$ cat src/design/seg_desc_pkg.sv
package seg_desc_pkg;

  // ----------------------------------------------------------------
  // Access byte fields
  // ----------------------------------------------------------------
  localparam int PRESENT_BIT = 7;
  localparam int LEVEL_HI = 6;
  localparam int LEVEL_LO = 5;
  localparam int CLASS_BIT = 4;
  localparam int EXEC_BIT = 3;
  localparam int CONF_BIT = 2;
  localparam int RW_BIT = 1;
  localparam int ACCESSED_BIT = 0;
  // Flag nibble bits (descriptor bits 55..52)
  localparam int GRAN_BIT = 55;
  localparam int SIZE_BIT = 54;

  // ----------------------------------------------------------------
  // Exceptions and system types
  // ----------------------------------------------------------------
  localparam logic [7:0] VEC_NOT_PRESENT = 8'h0B;
  localparam logic [7:0] VEC_PROTECTION = 8'h0D;
  localparam logic [3:0] TYPE_LOCAL_TABLE = 4'h2;
  localparam logic [3:0] TYPE_TASK_NARROW_FREE = 4'h1;
  localparam logic [3:0] TYPE_TASK_NARROW_BUSY = 4'h3;
  localparam logic [3:0] TYPE_TASK_WIDE_FREE = 4'h9;
  localparam logic [3:0] TYPE_TASK_WIDE_BUSY = 4'hB;
  localparam logic [11:0] PAGE_FILL = 12'hFFF;
  localparam logic [31:0] WIDE_STACK_TOP = 32'hFFFF_FFFF;
  localparam logic [31:0] NARROW_STACK_TOP = 32'h0000_FFFF;

  // ----------------------------------------------------------------
  // Register map (APB, byte addresses)
  // ----------------------------------------------------------------
  localparam logic [7:0] ADDR_STATUS = 8'h00;
  localparam logic [7:0] ADDR_CLEAR = 8'h04;
  localparam logic [7:0] ADDR_ENABLE = 8'h08;
  localparam logic [7:0] ADDR_LAST = 8'h0C;
  localparam logic [7:0] ADDR_COUNT = 8'h10;
  localparam logic [2:0] ENABLE_RESET = 3'h0;
  localparam int EVT_NOT_PRESENT = 0;
  localparam int EVT_PROTECTION = 1;
  localparam int EVT_DONE = 2;

  typedef enum logic [2:0] {
    USE_DATA = 3'h1,
    USE_CODE = 3'h2,
    USE_SYSTEM = 3'h4
  } use_type;

endpackage

$ cat src/design/desc_field_split.sv
`timescale 1ns/1ps
module desc_field_split
  import seg_desc_pkg::*;
(
  // Raw descriptor
  input wire logic [63:0] desc,
  // Fields
  output logic [31:0] base,
  output logic [31:0] limitBytes,
  output logic [7:0] accessByte,
  output logic [11:0] attrBits,
  output logic legacyForm
);
  logic [19:0] rawLimit;

  always_comb
  begin
    accessByte = desc[47:40];
    attrBits = {desc[55:52], desc[47:40]};
    legacyForm = (desc[63:48] == 16'h0000) && !desc[CLASS_BIT + 40];
    if (legacyForm)
    begin
      base = {8'h00, desc[39:16]};
      rawLimit = {4'h0, desc[15:0]};
    end
    else
    begin
      base = {desc[63:56], desc[39:16]};
      rawLimit = {desc[51:48], desc[15:0]};
    end
    // Granularity scaling ignores paging entirely
    if (desc[GRAN_BIT] && !legacyForm)
      limitBytes = {rawLimit, PAGE_FILL};
    else
      limitBytes = {12'h000, rawLimit};
  end
endmodule // desc_field_split

$ cat src/design/irq_status_bank.sv
`timescale 1ns/1ps
module irq_status_bank
  import seg_desc_pkg::*;
(
  // Clock and reset
  input wire logic clk,
  input wire logic sys_rst,
  // Events and software control
  input wire logic [2:0] events,
  input wire logic [2:0] clearBits,
  input wire logic enableWrite,
  input wire logic [2:0] enableData,
  // State
  output logic [2:0] status_q,
  output logic [2:0] enable_q,
  output logic irq_q
);
  logic [2:0] status_d;
  logic [2:0] enable_d;
  logic irq_d;

  always_comb
  begin
    // Set wins over a clear in the same cycle
    status_d = (status_q & ~clearBits) | events;
    enable_d = enableWrite ? enableData : enable_q;
    irq_d = |(status_d & enable_d);
  end

  always_ff @(posedge clk or posedge sys_rst)
  begin
    if (sys_rst)
    begin
      status_q <= 3'h0;
      enable_q <= ENABLE_RESET;
      irq_q <= 1'b0;
    end
    else
    begin
      status_q <= status_d;
      enable_q <= enable_d;
      irq_q <= irq_d;
    end
  end
endmodule // irq_status_bank

$ cat src/design/segment_descriptor_decoder.sv
`timescale 1ns/1ps
module segment_descriptor_decoder
  import seg_desc_pkg::*;
(
  // Clock and reset
  input wire logic clk,
  input wire logic sys_rst,
  // Descriptor check request
  input wire logic reqValid,
  input wire logic [63:0] reqDesc,
  input wire logic [1:0] reqUse,
  input wire logic reqFromGlobal,
  input wire logic reqWrite,
  input wire logic reqRead,
  input wire logic reqStack,
  input wire logic [31:0] reqOffset,
  input wire logic [1:0] current_level,
  // Decoded result
  output logic resValid_q,
  output logic [63:0] resDesc_q,
  output logic [31:0] resBase_q,
  output logic [31:0] resLimit_q,
  output logic [11:0] resAttr_q,
  output logic [1:0] descriptor_level_q,
  output logic [1:0] newLevel_q,
  output logic isCode_q,
  output logic isData_q,
  output logic isLocalTable_q,
  output logic isTask_q,
  output logic taskBusy_q,
  output logic taskWide_q,
  output logic legacy_q,
  output logic wideOperand_q,
  output logic [31:0] stackTop_q,
  output logic fault_q,
  output logic [7:0] faultVec_q,
  // APB slave
  input wire logic psel,
  input wire logic penable,
  input wire logic pwrite,
  input wire logic [7:0] paddr,
  input wire logic [31:0] pwdata,
  output logic [31:0] prdata_q,
  output logic pready_q,
  output logic pslverr_q,
  // Interrupt
  output logic irq_q
);

  // ----------------------------------------------------------------
  // Field split
  // ----------------------------------------------------------------
  logic [31:0] base;
  logic [31:0] limitBytes;
  logic [7:0] accessByte;
  logic [11:0] attrBits;
  logic legacyForm;

  desc_field_split desc_field_split_inst (
    .desc(reqDesc),
    .base(base),
    .limitBytes(limitBytes),
    .accessByte(accessByte),
    .attrBits(attrBits),
    .legacyForm(legacyForm)
  );

  // ----------------------------------------------------------------
  // Classification and checks
  // ----------------------------------------------------------------
  logic present;
  logic [1:0] level;
  logic classSet;
  logic codeSeg;
  logic dataSeg;
  logic [3:0] sysType;
  logic localTable;
  logic taskSeg;
  logic typeFault;
  logic accessFault;
  logic limitFault;
  logic levelFault;
  logic faultNow;
  logic [7:0] vecNow;
  logic [1:0] nextLevel;
  logic [31:0] stackTop;
  use_type useKind;

  always_comb
  begin
    unique case (reqUse)
      2'd1: useKind = USE_CODE;
      2'd2: useKind = USE_SYSTEM;
      default: useKind = USE_DATA;
    endcase
    present = accessByte[PRESENT_BIT];
    level = accessByte[LEVEL_HI:LEVEL_LO];
    classSet = accessByte[CLASS_BIT];
    codeSeg = classSet && accessByte[EXEC_BIT];
    dataSeg = classSet && !accessByte[EXEC_BIT];
    sysType = accessByte[3:0];
    localTable = !classSet && (sysType == TYPE_LOCAL_TABLE);
    taskSeg = !classSet && (sysType == TYPE_TASK_NARROW_FREE
      || sysType == TYPE_TASK_NARROW_BUSY || sysType == TYPE_TASK_WIDE_FREE
      || sysType == TYPE_TASK_WIDE_BUSY);
    typeFault = 1'b0;
    unique case (useKind)
      USE_CODE: typeFault = !codeSeg;
      USE_DATA: typeFault = !classSet || (codeSeg && !accessByte[RW_BIT]);
      USE_SYSTEM: typeFault = !(localTable || taskSeg);
    endcase
    accessFault = 1'b0;
    if (codeSeg)
    begin
      accessFault = reqWrite
        || (reqRead && !accessByte[RW_BIT]);
    end
    else if (dataSeg)
    begin
      accessFault = (reqWrite && !accessByte[RW_BIT])
        || (reqStack && !accessByte[RW_BIT]);
    end
    // Stack top must be settled before the expand-down bound reads it
    stackTop = reqDesc[SIZE_BIT] ? WIDE_STACK_TOP : NARROW_STACK_TOP;
    if (dataSeg && accessByte[CONF_BIT])
      limitFault = (reqOffset <= limitBytes) || (reqOffset > stackTop);
    else
      limitFault = reqOffset > limitBytes;
    if (!classSet)
      limitFault = 1'b0;
    // Privilege: conforming code keeps the caller's level
    nextLevel = current_level;
    levelFault = 1'b0;
    if (codeSeg && accessByte[CONF_BIT])
      levelFault = current_level < level;
    else if (classSet)
    begin
      levelFault = current_level > level;
      if (codeSeg)
        nextLevel = level;
    end
    if (localTable)
      levelFault = !reqFromGlobal;
    faultNow = 1'b1;
    vecNow = VEC_PROTECTION;
    if (!present)
      vecNow = VEC_NOT_PRESENT;
    else if (!(typeFault || accessFault || limitFault || levelFault))
      faultNow = 1'b0;
  end

  // ----------------------------------------------------------------
  // Result registers
  // ----------------------------------------------------------------
  logic resValid_d;
  logic [63:0] resDesc_d;
  logic [31:0] resBase_d;
  logic [31:0] resLimit_d;
  logic [11:0] resAttr_d;
  logic [1:0] dl_d;
  logic [1:0] newLevel_d;
  logic [7:0] flags_d;
  logic [31:0] stackTop_d;
  logic fault_d;
  logic [7:0] faultVec_d;
  logic [15:0] count_q;
  logic [15:0] count_d;

  always_comb
  begin
    resValid_d = reqValid;
    resDesc_d = resDesc_q;
    resBase_d = resBase_q;
    resLimit_d = resLimit_q;
    resAttr_d = resAttr_q;
    dl_d = descriptor_level_q;
    newLevel_d = newLevel_q;
    flags_d = {isCode_q, isData_q, isLocalTable_q, isTask_q, taskBusy_q, taskWide_q,
      legacy_q, wideOperand_q};
    stackTop_d = stackTop_q;
    fault_d = fault_q;
    faultVec_d = faultVec_q;
    count_d = count_q;
    if (reqValid)
    begin
      resDesc_d = reqDesc;
      resDesc_d[40 + ACCESSED_BIT] = 1'b1;
      // Not-present descriptors report zero in resBase_q and resLimit_q; resDesc_q still carries the raw base and limit
      resBase_d = present ? base : 32'h0000_0000;
      resLimit_d = present ? limitBytes : 32'h0000_0000;
      resAttr_d = attrBits;
      dl_d = level;
      newLevel_d = faultNow ? current_level : nextLevel;
      flags_d = {codeSeg, dataSeg, localTable, taskSeg, taskSeg && sysType[1],
        taskSeg && sysType[3], legacyForm, reqDesc[SIZE_BIT]};
      stackTop_d = stackTop;
      fault_d = faultNow;
      faultVec_d = faultNow ? vecNow : 8'h00;
      count_d = count_q + 16'h0001;
    end
  end

  always_ff @(posedge clk or posedge sys_rst)
  begin
    if (sys_rst)
    begin
      resValid_q <= 1'b0;
      resDesc_q <= 64'h0;
      resBase_q <= 32'h0;
      resLimit_q <= 32'h0;
      resAttr_q <= 12'h0;
      descriptor_level_q <= 2'h0;
      newLevel_q <= 2'h0;
      {isCode_q, isData_q, isLocalTable_q, isTask_q, taskBusy_q, taskWide_q,
        legacy_q, wideOperand_q} <= 8'h00;
      stackTop_q <= 32'h0;
      fault_q <= 1'b0;
      faultVec_q <= 8'h00;
      count_q <= 16'h0;
    end
    else
    begin
      resValid_q <= resValid_d;
      resDesc_q <= resDesc_d;
      resBase_q <= resBase_d;
      resLimit_q <= resLimit_d;
      resAttr_q <= resAttr_d;
      descriptor_level_q <= dl_d;
      newLevel_q <= newLevel_d;
      {isCode_q, isData_q, isLocalTable_q, isTask_q, taskBusy_q, taskWide_q,
        legacy_q, wideOperand_q} <= flags_d;
      stackTop_q <= stackTop_d;
      fault_q <= fault_d;
      faultVec_q <= faultVec_d;
      count_q <= count_d;
    end
  end

  // ----------------------------------------------------------------
  // Events and APB slave
  // ----------------------------------------------------------------
  logic [2:0] events;
  logic [2:0] status;
  logic [2:0] enable;
  logic apbAccess;
  logic [31:0] prdata_d;
  logic pready_d;
  logic pslverr_d;
  logic mapped;

  always_comb
  begin
    events = 3'h0;
    events[EVT_NOT_PRESENT] = reqValid && !present;
    events[EVT_PROTECTION] = reqValid && faultNow && present;
    events[EVT_DONE] = reqValid;
    apbAccess = psel && penable && !pready_q;
    mapped = (paddr == ADDR_STATUS) || (paddr == ADDR_CLEAR) || (paddr == ADDR_ENABLE)
      || (paddr == ADDR_LAST) || (paddr == ADDR_COUNT);
    prdata_d = prdata_q;
    pready_d = apbAccess;
    pslverr_d = apbAccess && !mapped;
    if (apbAccess && !pwrite)
    begin
      unique case (paddr)
        ADDR_STATUS: prdata_d = {29'h0, status};
        ADDR_ENABLE: prdata_d = {29'h0, enable};
        ADDR_LAST: prdata_d = {faultVec_q, 8'h00, 4'h0, resAttr_q};
        ADDR_COUNT: prdata_d = {16'h0, count_q};
        default: prdata_d = 32'h0000_0000;
      endcase
    end
  end

  irq_status_bank irq_status_bank_inst (
    .clk(clk),
    .sys_rst(sys_rst),
    .events(events),
    .clearBits((apbAccess && pwrite && paddr == ADDR_CLEAR) ? pwdata[2:0] : 3'h0),
    .enableWrite(apbAccess && pwrite && paddr == ADDR_ENABLE),
    .enableData(pwdata[2:0]),
    .status_q(status),
    .enable_q(enable),
    .irq_q(irq_q)
  );

  always_ff @(posedge clk or posedge sys_rst)
  begin
    if (sys_rst)
    begin
      prdata_q <= 32'h0;
      pready_q <= 1'b0;
      pslverr_q <= 1'b0;
    end
    else
    begin
      prdata_q <= prdata_d;
      pready_q <= pready_d;
      pslverr_q <= pslverr_d;
    end
  end
endmodule // segment_descriptor_decoder

$ cat config.mk
export PLATFORM = sky130hd
export DESIGN_NAME = segment_descriptor_decoder
export DESIGN_NICKNAME = d
export VERILOG_FILES = /design/src/design/seg_desc_pkg.sv /design/src/design/desc_field_split.sv /design/src/design/irq_status_bank.sv /design/src/design/segment_descriptor_decoder.sv
export SDC_FILE = /design/constraint.sdc
export NUM_CORES = 1
export LEC_CHECK = 0
export BUFFER_PORTS_ARGS = -buffer_cell sky130_fd_sc_hd__buf_4
export CELL_PAD_IN_SITES_DETAIL_PLACEMENT = 2
export CELL_PAD_IN_SITES_GLOBAL_PLACEMENT = 2
export CORE_MARGIN = 3
export CORE_UTILIZATION = 31
export CTS_CLUSTER_DIAMETER = 80
export CTS_CLUSTER_SIZE = 30
export DETAILED_ROUTE_END_ITERATION = 6
export GPL_TIMING_DRIVEN = 0
export PLACE_DENSITY_LB_ADDON = 0.12
export SYNTH_ARGS = -nofsm -noshare
export SYNTH_HDL_FRONTEND = slang
export SYNTH_SLANG_ARGS = --single-unit
$ cat constraint.sdc
create_clock -name clk -period 20.7 [get_ports clk]
set_clock_uncertainty 0.1 [all_clocks]
set_input_delay 6.21 -clock clk [delete_from_list [all_inputs] [get_ports clk]]
set_output_delay 6.21 -clock clk [all_outputs]
set_load 0.03 [all_outputs]
==> run metrics, run 1 <==
Max IR drop VDD=0.04735 mV; Iteration-0 DRC Markers=about 230; Max FO, Critical Path=10; Post-CTS Setup Inserts=0; hold bufs inserted after CTS=0; RePlAce Congestion=roughly 0.8; Synth Instances=810; Post-Synth Adder-Cell Area=0.07294; maximum clock insertion buffer count=2; clk sink count=~190; Final ANT Viol Nets=0; post-synthesis compound-gate area fraction=0.1338; post-CTS resize count=0; Tot GR Track Use=0.2186; startpoint types=input port; share of cells above drive strength 1=0.4184; DRT Pass-1 Iters=4; Starting Density=0.3159; first-pass GRT wire length=between 50 and 60 mm; worst slew pin tran=approximately 0.96 ns; Rows=between 60 and 70; Max Freq=roughly 100 MHz; final wirelength=roughly 35 mm; post-synthesis xor/xnor area fraction=0.01445; final count of hold timing violations=0; DIE AREA=around 31000 um2; H-tree depth=4; Mapped Avg Cell Area=between 10 and 15 um2; commonest non-fill, non-tap cell in the layout=buf_4; Top-Level Pins=~380; # diodes=0; worst-skew pair later-pin latency=approximately 0.45 ns; post-route insts no fill=around 1600; slowest cell delay on critical path=0.54 ns; CTS tree=built; Top delay family on crit path=buffers and inverters; antenna violations before repair=0; Slew HR=0.3601; Post-Synth Simple-Gate Area=0.1021; clk slew on worst S/H paths=0.08 ns; PortBufs=330; post-route DRC violation count=0; cell mode on critical path=buf_1; WL per Instance=between 20 and 25 um; Yosys cell types=55; Synth Flop Type=dfrtp_1; pin count of the biggest net entering global routing=approximately 120; Die Span X=between 150 and 200 um; DR vias=a little under 8000; Clock Tree Root=clkbuf_16; DIE HEIGHT=177.3 um; setup tns final=0 ns; cell total after placement=~1500; most frequent cells in the layout=buf_4 (395), dfrtp_1 (186), nand2_1 (75), mux2_2 (57), ha_1 (53); #FFs+latches synth=approximately 190; Max-Cap Viols=0; EDFF count, synth=0; largest family of logic cells by synthesized area=compound AO/OA/AOI/OAI gates; dpl hpwl=26.74 mm; Critical Path, Cell by Cell=clkbuf_1 -> buf_1 -> buf_1 -> nand2_1 -> ha_1 -> nand4_1 -> nor4_1 -> nand3_1 -> a21oi_1 -> mux2i_1 -> o21ai_1; pwr/cell area=slightly above 80 nW/um2; CP Class=input port to flip-flop; yosys warns=0; worst hold path type=flip-flop to flip-flop; Pins Over Slew Limit=0; Core Box Area=between 20000 and 30000 um2; share of flip-flops with an asynchronous set or reset=1.000; leak pwr=about 6.3 nW; mux cell area share after synthesis=0.08382; crit share post-route=0.4696; Final min period=a little under 10 ns; Area Growth Syn to Fin=40.27%; Critical Path RT=20.90 ns; Nets=1378; buffers and inverters on the worst path=3; slowest CP cell=mux2i_1; vias per cell=~5; GR Overflow Total=0; CTS Buf Count=17; Critical Path End Type=flip-flop; status=completed; Setup-failing EPs final=0; number of global-route vias before repair=8577; sequential share of the synthesized area=0.5120; WP data arrival=between 9 and 10 ns; cell area after synthesis=around 9000 um2; RSZ-0062 raised after global routing=false
==> cells by family after synthesis <==
group	Yosys count
xor+xnor	15
flops	186
buf+inv	130
compound gates	163
mux	68
simple gates	194
fa+ha+maj	53
other cells	1
==> metrics by stage <==
| step | hold WS, ns | instance area, um2 | power (mW) | utilization | worst slack [ns] |
|---|---|---|---|---|---|
| 2_1_floorplan | 0.3452 | 9148 | 0.5804 | - | 9.333 |
| 3_3_place_gp | 0.3539 | 12110 | 0.6932 | 0.4206 | 6.684 |
| 3_5_place_dp | 0.3567 | 12140 | 0.7021 | 0.4218 | 10.45 |
| 4_1_cts | 0.3768 | 12750 | 1.048 | 0.4431 | 10.91 |
| 5_1_grt | 0.4003 | 12750 | 1.085 | 0.4431 | 10.62 |
| 6_report | 0.3716 | 12750 | 1.035 | 0.4431 | 10.98 |
==> registers in the layout, summed over array words and instances, names as in the netlist, 2 cells and up <==
name,count
count_q,16
irq_status_bank_inst.enable_q,3
prdata_q,19
irq_status_bank_inst.status_q,3
faultVec_q,3
resLimit_q,32
resBase_q,32
newLevel_q,2
resDesc_q,64
==> worst register-to-register path, delay by kind of cell, from the launching register on <==
kind | cells | cell delay [ns]
simple gates | 4 | 0.86
compound gates | 3 | 0.64
flops | 1 | 0.39
==> area by class of cell <==
cell class / instances / area (um2)
Multi-Input combinational cell: 509 / 3761
Clock inverter: 14 / 172.7
Tap cell: 384 / 480.5
Timing Repair Buffer: 331 / 2505
Buffer: 102 / 626.9
Clock buffer: 18 / 439.2
Inverter: 28 / 112.6
Fill cell: 3036 / 16030
Sequential cell: 186 / 4654
==> path summary, 6_finish.rpt <==
path / startpoint / endpoint / slack [ns] / cells after the start
max: reqDesc[55] / irq_status_bank_inst.irq_q / 10.98 / 11
min: prdata_q[12] / prdata_q[12] / 0.37 / 2
max reg2reg: pready_q / irq_status_bank_inst.irq_q / 18.58 / 7
min reg2reg: prdata_q[12] / prdata_q[12] / 0.37 / 2
max in group asynchronous: sys_rst / resBase_q[14] / 13.79 / 3
min in group asynchronous: sys_rst / resBase_q[19] / 5.69 / 2
==> routing by layer <==
layer  wire length (um)  GRT usage
met3               2498    0.06199
met1              13980     0.2642
met2              17600     0.3865
met4                473    0.04941
met5                  0          0
==> cells in the mapped netlist, drive strengths merged (2+ instances only) <==
cell type,count,area [um2]
dfrtp,186,4654
nand2,76,292.8
buf,70,506.7
mux2,59,671.9
ha,53,663.1
nor2,45,176.4
a22o,43,376.6
clkbuf,32,120.1
o2bb2ai,31,271.5
a21oi,27,135.1
inv,27,101.4
o21ai,26,130.1
nand3,20,100.1
nand4,19,118.9
xnor2,13,113.9
a221oi,10,87.58
mux2i,9,90.09
nor4,9,56.30
and3,7,43.79
a21o,4,30.03
nor2b,4,25.02
or2,4,25.03
a32oi,3,26.28
nand2b,3,18.77
a211o,2,17.52
a211oi,2,15.01
a21boi,2,15.01
a31o,2,17.52
nor3,2,21.27
o211ai,2,15.01
xor2,2,17.52
==> report_power, final <==
group	switching (mW)	leakage, nW	total [mW]	internal (mW)
Combinational	0.158	3.67	0.265	0.107
Clock	0.176	0.296	0.343	0.167
Sequential	0.0308	2.33	0.428	0.397
Total	0.365	6.30	1.04	0.671
(Power assumes the default switching activity.)
==> inputs of run 2 (changes only) <==
--- a/config.mk
+++ b/config.mk
@@ -9,7 +9,7 @@
 export CELL_PAD_IN_SITES_DETAIL_PLACEMENT = 2
 export CELL_PAD_IN_SITES_GLOBAL_PLACEMENT = 2
 export CORE_MARGIN = 3
-export CORE_UTILIZATION = 31
+export CORE_UTILIZATION = 26
 export CTS_CLUSTER_DIAMETER = 80
 export CTS_CLUSTER_SIZE = 30
 export DETAILED_ROUTE_END_ITERATION = 6
==> constraint.sdc (replaced) <==
create_clock -name clk -period 8.3 [get_ports clk]
set_clock_uncertainty 0.1 [all_clocks]
set_input_delay 2.49 -clock clk [delete_from_list [all_inputs] [get_ports clk]]
set_output_delay 2.49 -clock clk [all_outputs]
set_load 0.03 [all_outputs]
==> run metrics, run 2 (synthesis results as in run 1) <==
worst r2r dst=prdata_q[14]; Largest regs=resDesc_q x64, resBase_q x32, resLimit_q x32; gr busiest metal=met2; Tot GR Track Use=0.1869; CP Class=input port to flip-flop; Rows=67; final wirelength=between 30 and 40 mm; FF-to-FF Start=pready_q; GR Overflow Total=0; Comb power frac=0.257; DIE HEIGHT=193.0 um; hold path startpoint=prdata_q[12]; dpl hpwl=27.36 mm; Die Span X=roughly 190 um; Critical Path End Type=flip-flop; DIE AREA=around 37000 um2; CTS Buf Count=17; Starting Density=0.2671; CTS tree=built; internal reg-to-reg setup slack=approximately 6.3 ns; FF-to-FF path depth=5; clk sink count=186; Clock Tree Root=clkbuf_16; startpoint types=input port; number of global-route vias before repair=about 8600; antenna violations before repair=2; Clk pwr share=0.325; leak pwr=approximately 6.3 nW; DR vias=7641; cell-internal power=around 1.7 mW; Final ANT Viol Nets=0; worst slew pin tran=between 0.9 and 1 ns; CP startpoint=reqDesc[55]; Critical Path RT=~8.5 ns; worst-skew pair later-pin latency=0.45 ns; RSZ-0062 raised after global routing=false; Top-Level Pins=between 300 and 400; share of cells above drive strength 1=0.4175; pin count of the biggest net entering global routing=between 100 and 150; crit share post-route=0.7323; Max Freq=between 150 and 200 MHz; first-pass GRT wire length=between 50 and 60 mm; Sequential Power Share=0.418; Setup-failing EPs final=0; maximum clock insertion buffer count=2; switch share=0.3382; clk slew on worst S/H paths=roughly 0.070 ns; Max IR drop VDD=~0.14 mV; Iteration-0 DRC Markers=around 280; hold path cells=2; H-tree depth=4; # diodes=0; status=completed; DRT Pass-1 Iters=4; met3 GRT Util=0.05713; Hold EP=prdata_q[12]; Max FO, Critical Path=10; vias per cell=4.671; Final Power=between 2 and 3 mW; worst hold path type=flip-flop to flip-flop; WHS=0.3676 ns; Global Route met2 Usage=0.3216; RePlAce Congestion=0.7422; met1 usage=0.2338; WP data arrival=about 6.3 ns; hold bufs inserted after CTS=0; Largest Register=resDesc_q; Area Growth Syn to Fin=40.75%; post-CTS resize count=0; post-route DRC violation count=0; commonest non-fill, non-tap cell in the layout=buf_4; setup tns final=0 ns; Core Box Area=between 30000 and 40000 um2; final count of hold timing violations=0; final core occ=0.3760; Psw=between 0.8 and 0.9 mW; most frequent cells in the layout=buf_4 (395), dfrtp_1 (186), nand2_1 (75), mux2_2 (57), ha_1 (53); Post-CTS Setup Inserts=0; pwr/cell area=199.0 nW/um2; Max-Cap Viols=0; Final min period=a little over 6 ns; number of flip-flops in the largest register=64; Slew HR=0.3944; WL per Instance=around 21 um; Nets=around 1400; Pins Over Slew Limit=0; PortBufs=330
run 2: cell count changes in the layout (fill, tap and decap cells not counted):
cell        before  now
inv_12           1    0
clkinv_2         0    1
inv_6            3    4
bufinv_16        0    1
clkbuf_1        32   33
clkinv_4         3    2
clkinvlp_4       0    3
clkinv_8         5    0
run 2: area by class of cell:
type,instances,area [um2]
Fill cell,3709,21240
Sequential cell,186,4654
Multi-Input combinational cell,509,3761
Timing Repair Buffer,331,2505
Buffer,102,626.9
Tap cell,448,560.5
Clock buffer,19,442.9
Clock inverter,13,132.6
Inverter,28,112.6
run 2: worst max-delay path, cell delays in order:
cell	delay (ns)
clkbuf_1	0.40
buf_1	0.52
buf_1	0.37
nand2_1	0.12
ha_1	0.34
nand4_1	0.14
nor4_1	0.53
nand3_1	0.14
a21oi_1	0.54
mux2i_1	0.53
o21ai_1	0.15
run 2: power groups by stage:
| stage | Clock (mW) | Combinational (mW) | Sequential (mW) |
|---|---|---|---|
| CTS | 0.857 | 0.667 | 1.07 |
| global placement | 0 | 0.653 | 1.08 |
| finish | 0.827 | 0.655 | 1.06 |
| detailed placement | 0 | 0.665 | 1.08 |
| floorplan | 0 | 0.248 | 1.20 |
| global route | 0.897 | 0.712 | 1.08 |
run 2: routing by layer:
| layer | vias up | wire length, um | share of wire |
|---|---|---|---|
| li1 | 3554 | - | - |
| met1 | 3864 | 14840 | 0.43 |
| met2 | 202 | 17290 | 0.50 |
| met3 | 17 | 2336 | 0.067 |
| met4 | 4 | 360 | 0.010 |
| met5 | - | 27 | 0.00077 |
run 2: worst max path at each step:
stage | end | slack (ns) | cells after the start
detailed placement | irq_status_bank_inst.irq_q | 1.61 | 11
global route | faultVec_q[0] | 1.81 | 11
global placement | resDesc_q[21] | -2.30 | 2
floorplan | count_q[0] | 0.65 | 1
finish | irq_status_bank_inst.irq_q | 2.22 | 11
CTS | irq_status_bank_inst.irq_q | 2.10 | 11
run 2: metrics by stage:
stage / cells / setup WS, ns / area [um2]
2_1_floorplan: 825 / 0.6529 / 9148
3_3_place_gp: 1603 / -2.296 / 12190
3_5_place_dp: 1604 / 1.610 / 12220
4_1_cts: 1636 / 2.098 / 12800
5_1_grt: 1636 / 1.808 / 12800
6_report: 1636 / 2.222 / 12800
==> inputs of run 3 (changes only) <==
--- a/config.mk
+++ b/config.mk
@@ -5,11 +5,12 @@
 export SDC_FILE = /design/constraint.sdc
 export NUM_CORES = 1
 export LEC_CHECK = 0
+export ABC_AREA = 1
 export BUFFER_PORTS_ARGS = -buffer_cell sky130_fd_sc_hd__buf_4
 export CELL_PAD_IN_SITES_DETAIL_PLACEMENT = 2
 export CELL_PAD_IN_SITES_GLOBAL_PLACEMENT = 2
 export CORE_MARGIN = 3
-export CORE_UTILIZATION = 26
+export CORE_UTILIZATION = 25
 export CTS_CLUSTER_DIAMETER = 80
 export CTS_CLUSTER_SIZE = 30
 export DETAILED_ROUTE_END_ITERATION = 6
==> constraint.sdc (replaced) <==
create_clock -name clk -period 5.4 [get_ports clk]
set_clock_uncertainty 0.1 [all_clocks]
set_input_delay 1.62 -clock clk [delete_from_list [all_inputs] [get_ports clk]]
set_output_delay 1.62 -clock clk [all_outputs]
set_load 0.03 [all_outputs]
==> run metrics, run 3 <==
cell-internal power=about 2.5 mW; Slew HR=0.5039; Nets=approximately 1600; share of cells above drive strength 1=0.3197; Area contributors post-synth=dfrtp_1 (51%), nand2_1 (14%), ha_1 (7.2%); Final min period=about 4.5 ns; cell with the most instances after synthesis=nand2_1; WP data arrival=~4.7 ns; Core Box Area=~36000 um2; worst hold path type=flip-flop to flip-flop; Cell Area, Placed=roughly 12000 um2; slowest CP cell=clkbuf_1; DP Worst Slack=approximately 0.35 ns; Synth area leader=dfrtp_1; post-CTS resize count=0; commonest non-fill, non-tap cell in the layout=buf_4; # diodes=0; Largest regs=resDesc_q x64, resBase_q x32, resLimit_q x32; cell area after synthesis=9184 um2; Pins Over Slew Limit=0; share of flip-flops with an asynchronous set or reset=1.000; Psw=1.324 mW; RSZ-0062 raised after global routing=false; Critical Path End Type=flip-flop; Synth Flop Type=dfrtp_1; setup tns final=0 ns; Comb power frac=0.252; Clk pwr share=0.332; startpoint types=input port; Commonest cells post-synth=nand2_1 (349), dfrtp_1 (186), o21ai_0 (90); pwr/cell area=between 200 and 300 nW/um2; clk slew on worst S/H paths=0.07 ns; GR Overflow Total=0; Die Span X=just under 200 um; setup slack after layout=approximately 0.94 ns; status=completed; first-pass GRT wire length=slightly below 60 mm; Critical Path RT=~5.6 ns; pin count of the biggest net entering global routing=37; Max IR drop VDD=between 0.2 and 0.25 mV; final count of hold timing violations=0; #FFs+latches synth=roughly 190; number of global-route vias before repair=around 9500; crit share post-route=0.8261; Yosys cell types=34; Max-Cap Viols=0; CTS tree=built; switch share=0.3455; worst-skew pair later-pin latency=~0.45 ns; design area=about 13000 um2; CP Class=input port to flip-flop; DRT Pass-1 Iters=4; post-route DRC violation count=0; Top delay family on crit path=simple AND/OR/NAND/NOR gates; Rows=69; yosys warns=0; final wirelength=37.81 mm; maximum clock insertion buffer count=2; Tot GR Track Use=0.1952; DR vias=approximately 8500; Largest Register=resDesc_q; CTS Buf Count=17; Final ANT Viol Nets=0; clk sink count=186; number of flip-flops in the largest register=64; PortBufs=332; Mapped Avg Cell Area=roughly 8.7 um2; antenna violations before repair=2; EDFF count, synth=0; RePlAce Congestion=about 0.79; slowest cell delay on critical path=between 0.5 and 0.6 ns; most frequent cells in the layout=buf_4 (397), nand2_1 (349), dfrtp_1 (186), o21ai_0 (90), inv_1 (64); Sequential Power Share=0.416; Iteration-0 DRC Markers=191; Clock Tree Root=clkbuf_16; DIE HEIGHT=just under 200 um; Setup-failing EPs final=0; Starting Density=0.2557; Area Growth Syn to Fin=41.33%; DIE AREA=~39000 um2; Max Freq=224.2 MHz; final core occ=0.3614; sequential share of the synthesized area=0.5068; leak pwr=slightly below 7 nW; Critical Path, Cell by Cell=clkbuf_1 -> clkbuf_1 -> a21oi_1 -> ha_1 -> nand4_1 -> nor4_1 -> nand2_1 -> nand3_1 -> nand2_1 -> inv_2 -> nand2_1 -> nand2_1 -> nand2_1 -> nand2_1 -> nand2_1; Top-Level Pins=approximately 380; dpl hpwl=30.66 mm; H-tree depth=4; share of the synthesized area in the top cell type=0.5068; worst slew pin tran=0.7442 ns; hold bufs inserted after CTS=0; Synth Instances=between 1000 and 1500; vias per cell=about 4.5; buffers and inverters on the worst path=3; Post-CTS Setup Inserts=0; WL per Instance=approximately 20 um; Max FO, Critical Path=10; cell mode on critical path=nand2_1
[run 3: changes by cell type in the layout (fill, tap and decap cells not counted), moves of 12 or more]
cell	change
xnor2_1	-13
inv_1	+38
mux2_2	-48
o22ai_1	+13
inv_2	+12
a22o_1	-42
o21ai_0	+65
o2bb2ai_1	-31
nand2_1	+274
o21ai_1	+13
[run 3: stage by stage]
step	hold WS, ns	power (mW)	instances
3_3_place_gp	0.3573	2.574	1863
5_1_grt	0.4092	4.061	1900
3_5_place_dp	0.3624	2.607	1868
6_report	0.3746	3.833	1900
2_1_floorplan	0.3627	2.163	1070
4_1_cts	0.3805	3.911	1900
[run 3: worst reg2reg max path: cells and delay by family (launching register included)]
family        cells  cell delay (ns)
fa+ha+maj         1             0.16
buf+inv           1             0.06
flops             1             0.40
simple gates      6             1.23
xor+xnor          1             0.19
[run 3: layer usage]
layer  wire (um)  global-route usage  up-vias
li1            -                   -     4082
met1       15590              0.2351     4238
met2       19430              0.3448      183
met3        2328             0.05697       23
met4         440             0.04561        4
met5          23                   0        -
[run 3: final timing paths]
path                                from                         end  slack, ns  cells past startpoint
min reg2reg                resDesc_q[22]               resDesc_q[22]       0.37                      2
max                          reqDesc[55]  irq_status_bank_inst.irq_q       0.94                     15
min in group asynchronous        sys_rst              resLimit_q[27]       1.07                      2
min                        resDesc_q[22]               resDesc_q[22]       0.37                      2
max in group asynchronous        sys_rst               resDesc_q[25]       2.79                      6
max reg2reg                   count_q[0]                 count_q[14]       3.14                      9
[run 3: layout make-up]
type | instances | area [um2]
fillers | 4132 | 22930
flip-flops and latches | 186 | 4654
multi-input cells | 704 | 3666
repair buffers | 337 | 2592
plain buffers | 102 | 626.9
well taps | 461 | 576.8
clock buffers | 18 | 429.2
inverters | 78 | 296.5
clock inverters | 14 | 137.6
[run 3: logic make-up after synthesis]
kind of cell	Yosys count	synth area share
compound gates	161	0.09414
simple gates	445	0.1952
fa+ha+maj	53	0.07221
xor+xnor	13	0.01240
flops	186	0.5068
mux	16	0.01867
other cells	1	0.0004083
buf+inv	180	0.1001
[run 3: power groups by stage]
stage	Clock [mW]	Combinational, mW	Sequential (mW)
after global placement	0	0.956	1.62
after CTS	1.33	0.990	1.60
after floorplan	0	0.380	1.78
after global routing	1.38	1.07	1.61
final	1.27	0.966	1.59
after detailed placement	0	0.985	1.62
